[src/hw/cmpf_pkg.sv]
// Operation
// - pass-through bit switches mux pass-through mode
// - mux select bit 6 reads zero
// - plus select code picks channel 0-7
// - minus select code picks channel 0-7
// - equal selects shut comparator down
// - compare high when plus exceeds minus; invertible
// - edge irq enables choose interrupt sources
// - edge flags set on compare transitions
// - compare output readable as status bit
// - internal-clock filter, N agreeing samples
// - mode decode from count and period
// - disabled mode forces raw output low
// - continuous mode bypasses sampling, combinational status
// - continuous mode: filtered equals unfiltered
// - sampled mode captures on sample tick
// - count one: plain sample-and-hold
// - zero count resets filter state
// - period counts bus clocks; zero disables
// - edge flags clear on write one
// - filter output starts zero, needs agreement
package cmpf_pkg;
	localparam int CMPF_AW = 3;
	localparam int CMPF_DW = 8;

	// byte offsets of the register file
	localparam logic [CMPF_AW-1:0] OFS_FILTER_CONTROL = 3'h0;
	localparam logic [CMPF_AW-1:0] OFS_COMPARE_CONTROL = 3'h1;
	localparam logic [CMPF_AW-1:0] OFS_FILTER_PERIOD = 3'h2;
	localparam logic [CMPF_AW-1:0] OFS_STATUS_CONTROL = 3'h3;
	localparam logic [CMPF_AW-1:0] OFS_INPUT_SELECT = 3'h5;

	// compare_control_reg fields
	localparam int CC_ENABLE_BIT = 0;
	localparam int CC_INVERT_BIT = 3;
	localparam int CC_WINDOW_BIT = 6;
	localparam int CC_SAMPLE_BIT = 7;

	// status_control_reg fields
	localparam int SC_FILTERED_COMPARE_OUT_BIT = 0;
	localparam int SC_FALL_FLAG_BIT = 1;
	localparam int SC_RISE_FLAG_BIT = 2;
	localparam int SC_FALL_IE_BIT = 3;
	localparam int SC_RISE_IE_BIT = 4;

	// input select fields
	localparam int IS_PASS_BIT = 7;
	localparam int IS_PLUS_LSB = 3;
	localparam int IS_MINUS_LSB = 0;

	// reset values
	localparam logic [CMPF_DW-1:0] RST_FILTER_CONTROL = 8'h00;
	localparam logic [CMPF_DW-1:0] RST_COMPARE_CONTROL = 8'h00;
	localparam logic [CMPF_DW-1:0] RST_FILTER_PERIOD = 8'h00;
	localparam logic [CMPF_DW-1:0] RST_INPUT_SELECT = 8'h00;
	localparam logic [CMPF_DW-1:0] RST_READ_DATA = 8'h00;

	// synchroniser depth
	localparam int SYNC_STAGES = 3;

	typedef enum logic [3:0] {
		MODE_DISABLED = 4'h1,
		MODE_CONTINUOUS = 4'h2,
		MODE_SAMPLED = 4'h4,
		MODE_FILTERED = 4'h8
	} cmpf_mode_e;

	typedef struct packed {
		logic [CMPF_AW-1:0] addr;
		logic [CMPF_DW-1:0] wdata;
		logic wr;
		logic rd;
	} cmpf_bus_s;

	typedef struct packed {
		logic pass_through_enable;
		logic [2:0] plus_input_select;
		logic [2:0] minus_input_select;
	} cmpf_mux_s;
endpackage : cmpf_pkg

[src/hw/cmpf_filter.sv]
`timescale 1ns/100ps
module cmpf_filter
	import cmpf_pkg::*;
#(
	parameter int AGREE_W = 3,
	parameter int PERIOD_W = 8
) (
	// clock and reset
	input wire logic sys_clk,
	input wire logic reset_n,
	// settings
	input wire logic clear,
	input wire logic [AGREE_W-1:0] agree_count,
	input wire logic [PERIOD_W-1:0] period,
	// data
	input wire logic sample_in,
	output logic filt_out
);
	logic [PERIOD_W-1:0] period_cnt_q;
	logic [AGREE_W-1:0] agree_cnt_q;
	logic tick;

	assign tick = (period_cnt_q == period - PERIOD_W'(1));

	// sample timebase in bus clock cycles
	always_ff @(posedge sys_clk or negedge reset_n) begin
		if (!reset_n) begin
			period_cnt_q <= '0;
		end else if (clear || tick) begin
			period_cnt_q <= '0;
		end else begin
			period_cnt_q <= period_cnt_q + PERIOD_W'(1);
		end
	end

	// output moves only after agree_count consecutive differing samples
	always_ff @(posedge sys_clk or negedge reset_n) begin
		if (!reset_n) begin
			agree_cnt_q <= '0;
			filt_out <= 1'b0;
		end else if (clear) begin
			agree_cnt_q <= '0;
			filt_out <= 1'b0;
		end else if (tick) begin
			if (sample_in == filt_out) begin
				agree_cnt_q <= '0;
			end else if (agree_cnt_q + AGREE_W'(1) >= agree_count) begin
				agree_cnt_q <= '0;
				filt_out <= sample_in;
			end else begin
				agree_cnt_q <= agree_cnt_q + AGREE_W'(1);
			end
		end
	end
endmodule : cmpf_filter

[src/hw/cmpf_sync.sv]
`timescale 1ns/100ps
module cmpf_sync
	import cmpf_pkg::*;
(
	// clock and reset
	input wire logic sys_clk,
	input wire logic reset_n,
	// asynchronous level and its clean copy
	input wire logic async_in,
	output logic level_out
);
	logic [SYNC_STAGES-1:0] stage_q;

	always_ff @(posedge sys_clk or negedge reset_n) begin
		if (!reset_n) begin
			stage_q <= '0;
		end else begin
			stage_q <= {stage_q[SYNC_STAGES-2:0], async_in};
		end
	end

	// a change counts only once the last two stages agree
	always_ff @(posedge sys_clk or negedge reset_n) begin
		if (!reset_n) begin
			level_out <= 1'b0;
		end else if (stage_q[1] == stage_q[2]) begin
			level_out <= stage_q[2];
		end
	end
endmodule : cmpf_sync

[src/hw/cmpf_top.sv]
// The strobed register port was decided locally.
`timescale 1ns/100ps
module cmpf_top
	import cmpf_pkg::*;
#(
	parameter int AGREE_W = 3,
	parameter int PERIOD_W = 8
) (
	// clock and reset
	input wire logic sys_clk,
	input wire logic reset_n,
	// register port
	input wire cmpf_bus_s bus_req,
	output logic [CMPF_DW-1:0] rdata,
	// analog side: result of plus > minus, asynchronous
	input wire logic compare_async,
	output cmpf_mux_s mux_sel,
	output logic comparator_power,
	output logic raw_compare_out,
	output logic unfiltered_compare_out,
	output logic filtered_compare_out,
	// processor side
	output logic irq
);
	logic [CMPF_DW-1:0] filter_control_q;
	logic [CMPF_DW-1:0] compare_control_q;
	logic [CMPF_DW-1:0] filter_period_q;
	logic [CMPF_DW-1:0] input_select_q;
	logic rise_irq_enable_q;
	logic fall_irq_enable_q;
	logic rise_edge_flag_q;
	logic fall_edge_flag_q;
	logic edge_prev_q;
	logic rdata_q;
	logic [CMPF_DW-1:0] rdata_d;
	logic [CMPF_DW-1:0] rdata_r_q;

	logic enable;
	logic output_invert;
	logic window_enable;
	logic sample_enable;
	logic [AGREE_W-1:0] sample_agree_count;
	logic [PERIOD_W-1:0] sample_period;
	logic same_channel;
	logic sync_level;
	logic filt_level;
	logic edge_src;
	logic rise_evt;
	logic fall_evt;
	logic wr_status;
	cmpf_mode_e mode;

	function automatic logic hit(input cmpf_bus_s req, input logic [CMPF_AW-1:0] ofs);
		hit = req.wr && (req.addr == ofs);
	endfunction : hit

	assign enable = compare_control_q[CC_ENABLE_BIT];
	assign output_invert = compare_control_q[CC_INVERT_BIT];
	assign window_enable = compare_control_q[CC_WINDOW_BIT];
	assign sample_enable = compare_control_q[CC_SAMPLE_BIT];
	assign sample_agree_count = filter_control_q[AGREE_W-1:0];
	assign sample_period = filter_period_q[PERIOD_W-1:0];

	// register writes
	always_ff @(posedge sys_clk or negedge reset_n) begin
		if (!reset_n) begin
			filter_control_q <= RST_FILTER_CONTROL;
			compare_control_q <= RST_COMPARE_CONTROL;
			filter_period_q <= RST_FILTER_PERIOD;
		end else begin
			if (hit(bus_req, OFS_FILTER_CONTROL)) begin
				filter_control_q <= {{(CMPF_DW-AGREE_W){1'b0}}, bus_req.wdata[AGREE_W-1:0]};
			end
			if (hit(bus_req, OFS_COMPARE_CONTROL)) begin
				compare_control_q <= bus_req.wdata;
			end
			if (hit(bus_req, OFS_FILTER_PERIOD)) begin
				filter_period_q <= bus_req.wdata;
			end
		end
	end

	// bit 6 never stores, so it reads back zero
	always_ff @(posedge sys_clk or negedge reset_n) begin
		if (!reset_n) begin
			input_select_q <= RST_INPUT_SELECT;
		end else if (hit(bus_req, OFS_INPUT_SELECT)) begin
			input_select_q <= bus_req.wdata & 8'hBF;
		end
	end

	assign mux_sel.pass_through_enable = input_select_q[IS_PASS_BIT];
	assign mux_sel.plus_input_select = input_select_q[IS_PLUS_LSB+:3];
	assign mux_sel.minus_input_select = input_select_q[IS_MINUS_LSB+:3];

	// equal selects would turn the comparator into a noise source
	assign same_channel = (mux_sel.plus_input_select == mux_sel.minus_input_select);
	assign comparator_power = enable && !same_channel;

	// mode decode; window or sample enable set is not a legal setting and falls back to continuous
	always_comb begin
		if (!enable) begin
			mode = MODE_DISABLED;
		end else if (window_enable || sample_enable) begin
			mode = MODE_CONTINUOUS;
		end else if (sample_agree_count == '0 || sample_period == '0) begin
			mode = MODE_CONTINUOUS;
		end else if (sample_agree_count == AGREE_W'(1)) begin
			mode = MODE_SAMPLED;
		end else begin
			mode = MODE_FILTERED;
		end
	end

	// analog path stays unclocked
	assign raw_compare_out = comparator_power && compare_async;
	assign unfiltered_compare_out = raw_compare_out ^ output_invert;

	cmpf_sync u_sync (
		.sys_clk(sys_clk),
		.reset_n(reset_n),
		.async_in(unfiltered_compare_out),
		.level_out(sync_level)
	);

	// leaving the sampled modes clears the filter to its known state
	cmpf_filter #(
		.AGREE_W(AGREE_W),
		.PERIOD_W(PERIOD_W)
	) u_filter (
		.sys_clk(sys_clk),
		.reset_n(reset_n),
		.clear(mode != MODE_SAMPLED && mode != MODE_FILTERED),
		.agree_count(sample_agree_count),
		.period(sample_period),
		.sample_in(sync_level),
		.filt_out(filt_level)
	);

	// continuous mode: no sampling at all, output follows the comparator
	always_comb begin
		case (mode)
			MODE_SAMPLED, MODE_FILTERED: filtered_compare_out = filt_level;
			default: filtered_compare_out = unfiltered_compare_out;
		endcase
	end

	// edges are judged on synchronous values only
	always_comb begin
		case (mode)
			MODE_SAMPLED, MODE_FILTERED: edge_src = filt_level;
			default: edge_src = sync_level;
		endcase
	end

	always_ff @(posedge sys_clk or negedge reset_n) begin
		if (!reset_n) begin
			edge_prev_q <= 1'b0;
		end else begin
			edge_prev_q <= edge_src;
		end
	end

	assign rise_evt = edge_src && !edge_prev_q;
	assign fall_evt = !edge_src && edge_prev_q;
	assign wr_status = hit(bus_req, OFS_STATUS_CONTROL);

	// a new edge wins over a same-cycle write-one clear
	always_ff @(posedge sys_clk or negedge reset_n) begin
		if (!reset_n) begin
			rise_edge_flag_q <= 1'b0;
			fall_edge_flag_q <= 1'b0;
		end else begin
			if (rise_evt) begin
				rise_edge_flag_q <= 1'b1;
			end else if (wr_status && bus_req.wdata[SC_RISE_FLAG_BIT]) begin
				rise_edge_flag_q <= 1'b0;
			end
			if (fall_evt) begin
				fall_edge_flag_q <= 1'b1;
			end else if (wr_status && bus_req.wdata[SC_FALL_FLAG_BIT]) begin
				fall_edge_flag_q <= 1'b0;
			end
		end
	end

	always_ff @(posedge sys_clk or negedge reset_n) begin
		if (!reset_n) begin
			rise_irq_enable_q <= 1'b0;
			fall_irq_enable_q <= 1'b0;
		end else if (wr_status) begin
			rise_irq_enable_q <= bus_req.wdata[SC_RISE_IE_BIT];
			fall_irq_enable_q <= bus_req.wdata[SC_FALL_IE_BIT];
		end
	end

	assign irq = (rise_edge_flag_q && rise_irq_enable_q) || (fall_edge_flag_q && fall_irq_enable_q);

	// read data, valid the cycle after the strobe
	always_comb begin
		rdata_d = RST_READ_DATA;
		case (bus_req.addr)
			OFS_FILTER_CONTROL: rdata_d = filter_control_q;
			OFS_COMPARE_CONTROL: rdata_d = compare_control_q;
			OFS_FILTER_PERIOD: rdata_d = filter_period_q;
			OFS_STATUS_CONTROL: begin
				rdata_d[SC_FILTERED_COMPARE_OUT_BIT] = filtered_compare_out;
				rdata_d[SC_FALL_FLAG_BIT] = fall_edge_flag_q;
				rdata_d[SC_RISE_FLAG_BIT] = rise_edge_flag_q;
				rdata_d[SC_FALL_IE_BIT] = fall_irq_enable_q;
				rdata_d[SC_RISE_IE_BIT] = rise_irq_enable_q;
			end
			OFS_INPUT_SELECT: rdata_d = input_select_q;
			default: rdata_d = RST_READ_DATA;
		endcase
	end

	always_ff @(posedge sys_clk or negedge reset_n) begin
		if (!reset_n) begin
			rdata_r_q <= RST_READ_DATA;
			rdata_q <= 1'b0;
		end else begin
			rdata_q <= bus_req.rd;
			if (bus_req.rd) begin
				rdata_r_q <= rdata_d;
			end
		end
	end

	assign rdata = rdata_q ? rdata_r_q : RST_READ_DATA;
endmodule : cmpf_top
[config.mk]
export PLATFORM = sky130hd
export DESIGN_NAME = cmpf_top
export DESIGN_NICKNAME = d
export VERILOG_FILES = /design/src/hw/cmpf_pkg.sv /design/src/hw/cmpf_filter.sv /design/src/hw/cmpf_sync.sv /design/src/hw/cmpf_top.sv
export SDC_FILE = /design/constraint.sdc
export NUM_CORES = 1
export LEC_CHECK = 0
export ABC_AREA = 0
export BUFFER_PORTS_ARGS = -buffer_cell sky130_fd_sc_hd__clkbuf_2
export CAP_MARGIN = 10
export CORE_MARGIN = 1
export CORE_UTILIZATION = 45
export CTS_CLUSTER_DIAMETER = 150
export DETAILED_ROUTE_END_ITERATION = 8
export HOLD_SLACK_MARGIN = 0.03
export PLACE_DENSITY = 0.66
export SYNTH_ARGS = -nofsm -noshare
export SYNTH_HDL_FRONTEND = slang
export SYNTH_HIERARCHICAL = 1
export SYNTH_SLANG_ARGS = --single-unit
export TNS_END_PERCENT = 100
[constraint.sdc]
create_clock -name sys_clk -period 4.12 [get_ports sys_clk]
set_input_delay 0.618 -clock sys_clk [delete_from_list [all_inputs] [get_ports sys_clk]]
set_output_delay 0.618 -clock sys_clk [all_outputs]
set_load 0.02 [all_outputs]
==> impl_metrics.yaml <==
finish:
  fin_nets: 321
  final_util_pct: 53.4
  antennaDiodeCount: 0
  syn_to_final_growth_pct: 11.8
  drive_above_1_share_pct: 27.4
  n_fill_cell: 559
power_and_ir_drop:
  power.internal_mw: 0.990
  power.switching_mw: 0.485
  power_density_nw_per_um2: 456
  leakagePower_nw: 1.48
  pwr-share-clk_pct: 21.3
  p_comb_share_pct: 27.5
  p_seq_share_pct: 51.2
  netSwitchingFraction_pct: 32.9
  vdd_ir_drop_max_uv: 258
sta:
  fmax_mhz: 379
  finalHoldViolations: 0
  slew_headroom_pct: 51.0
  fin_crit_sh_pct: 64.0
  setup_viol: 0
  worst_slew_pin_slew_ps: 732
  finalCriticalPeriod_ps: 2640
  clock_skew_ps: 4.11
  tns_ps: 0
  worst_slack_ps: 1480
  slew_violations: 0
  rsz0062_at_grt: "false"
die:
  io_pins: 36
  die_width_um: 82.2
  die_y_um: 82.2
  core_um2: 6060
  row_count: 28
  start_util_pct: 47.7
  dieArea_um2: 6760
drt:
  drc_errors: 0
  dr.pass1.iters: 4
  routedWlPerCell_um: 15.6
  antenna_left: 0
  via_per_inst: 5.44
  drt-initial-drc-count: 103
  vias: 2033
  routed_wirelength_um: 5830
logic_synthesis:
  synthTopCellsByArea: "dfrtp_1, mux2_2, mux2i_1, nor2_1, xnor2_1"
  syn_area_um2: 2890
  synth_ff_type: "dfrtp_1"
  synth_fp_nets: 284
  synth-seq-cells: 56
  ys_seq_area_share_pct: 48.4
  synth_edf_count: 0
  yosysMostFrequentCell: "dfrtp_1"
  syn_area_per_cell_um2: 11.0
  synth_area_leader_cell: "dfrtp_1"
  synth_cell_types: 44
  post-synth-top-area-fraction_pct: 48.4
  synthTopCellsByCount: "dfrtp_1, mux2_2, nor2_1"
  async_flop_share_pct: 100
  yosys_warnings: 6
  syn_inst: 262
worst_setup_path:
  cpMaxStageDelayCell: "or4_1"
  startpoint_type: "flop"
  path_cells: "inv_1 > or4_1 > a21o_1 > mux2_4 > clkbuf_2"
  cp.required_ps: 3500
  arrival_ps: 2020
  end_kind: "primary output"
  path_max_fanout: 7
  critPathMaxStageDelay_ps: 520
  critPathKind: "reg -> out"
placed_design:
  io_buffers: 35
  routabilityCongestion: 0.810
  dp.final_hpwl_um: 4340
  dp_slack_ps: 1740
grt:
  grt_pass1_wl_um: 9760
  grt_start_max_net_pins: 31
  gr-total-overflow: 0
  grt_pass1_vias: 1933
  grt_usage_pct: 19.8
  antenna_found_initial: 0
clocking:
  tritoncts: "built"
  cts_resized: 0
  htree_levels: 2
  cts.sinks: 56
  post_cts.repair.setup_buffers: 0
  cts.path.max_buffers: 2
  postCtsHoldBufs: 0
  clk_latency_ps: 300
  cts_inserted_buffers: 5
  cts-root-buf: "clkbuf_8"
  path_clk_slew_ps: 90
run_status:
  outcome: "finished clean"
flow_run:
  drv_cap: 0
worst_hold_path:
  min_path_type: "in -> async"
==> sequential cells by signal, indices dropped and copies added, names as in the netlist <==
name / cells
u_sync/stage_q: 3
rdata_r_q: 8
fall_edge_flag_q: 1
rdata_q: 1
u_filter/agree_cnt_q: 3
compare_control_q: 8
u_sync/level_out: 1
rise_irq_enable_q: 1
fall_irq_enable_q: 1
filter_control_q: 3
u_filter/period_cnt_q: 8
filter_period_q: 8
input_select_q: 7
rise_edge_flag_q: 1
u_filter/filt_out: 1
edge_prev_q: 1
==> critical path, delay by kind of cell, from the launching register on <==
family,cells,cell delay [ps]
buf+inv,2,230
mux,1,330
compound gates,1,270
simple gates,1,520
flops,1,370
==> per-layer routing <==
layer	global-route usage, %	vias to the layer above	part of all wire [%]
li1	-	1000	-
met1	28.8	993	50
met2	30.1	34	45
met3	3.74	6	3.7
met4	5.26	0	1.0
met5	0	-	0
==> power groups by stage <==
stage / clock, mW / sequential, mW / combinational (mW)
floorplan: 0 / 0.750 / 0.290
global placement: 0 / 0.765 / 0.402
detailed placement: 0 / 0.766 / 0.408
CTS: 0.328 / 0.755 / 0.411
global route: 0.349 / 0.771 / 0.453
finish: 0.315 / 0.755 / 0.406
==> area by class of cell <==
type | instances | area, µm² | share of cell area [%]
clock buffer | 7 | 96.3 | 2.98
timing repair buffer | 36 | 183 | 5.64
inverter | 10 | 37.5 | 1.16
tap | 75 | 93.8 | 2.90
multi-input combinational | 190 | 1430 | 44.0
sequential | 56 | 1400 | 43.3
==> per-stage QoR <==
step / hold WS, ps / power, mW / instances / area, µm²
global route: 373 / 1.57 / 374 / 3240
floorplan: 322 / 1.04 / 262 / 2890
global placement: 338 / 1.17 / 367 / 3140
detailed placement: 336 / 1.17 / 367 / 3140
finish: 329 / 1.47 / 374 / 3240
CTS: 356 / 1.49 / 374 / 3240
==> kinds of logic after synthesis <==
| kind of cell | synth area share (%) |
|---|---|
| xor gates and xnor gates | 6.36 |
| adders and majority gates | 2.98 |
| AOI/OAI and AO/OA | 7.52 |
| buffers and inverters | 2.33 |
| DFF | 48.4 |
| and+or+nand+nor | 16.0 |
| muxes | 16.4 |
==> final timing paths <==
kind                                      start  slack (ps)                      end  depth (start not counted)
max                        compare_control_q[0]        1480     filtered_compare_out                          5
min                                     reset_n         330                  rdata_q                          1
max reg2reg                compare_control_q[0]        1860  u_filter/agree_cnt_q[2]                          6
min reg2reg                   u_sync/stage_q[0]         350        u_sync/stage_q[1]                          0
max in group asynchronous               reset_n        2950       filter_period_q[3]                          2
min in group sys_clk          u_sync/stage_q[0]         350        u_sync/stage_q[1]                          0
==> cells in the final DEF (no fill, tap or decap), types with 3 or more instances in the layout <==
cell type	count
a21oi_1	12
and2_1	8
clkbuf_2	35
clkbuf_8	7
dfrtp_1	56
ha_1	6
inv_1	10
mux2_2	31
mux2i_1	11
nand2_1	11
nand2b_1	5
nand3_1	8
nand3b_1	3
nor2_1	26
nor2b_1	6
nor3_1	5
nor4_1	5
o21ai_0	6
xnor2_1	11
xor2_1	10
Power figures use the tool's default switching activity.
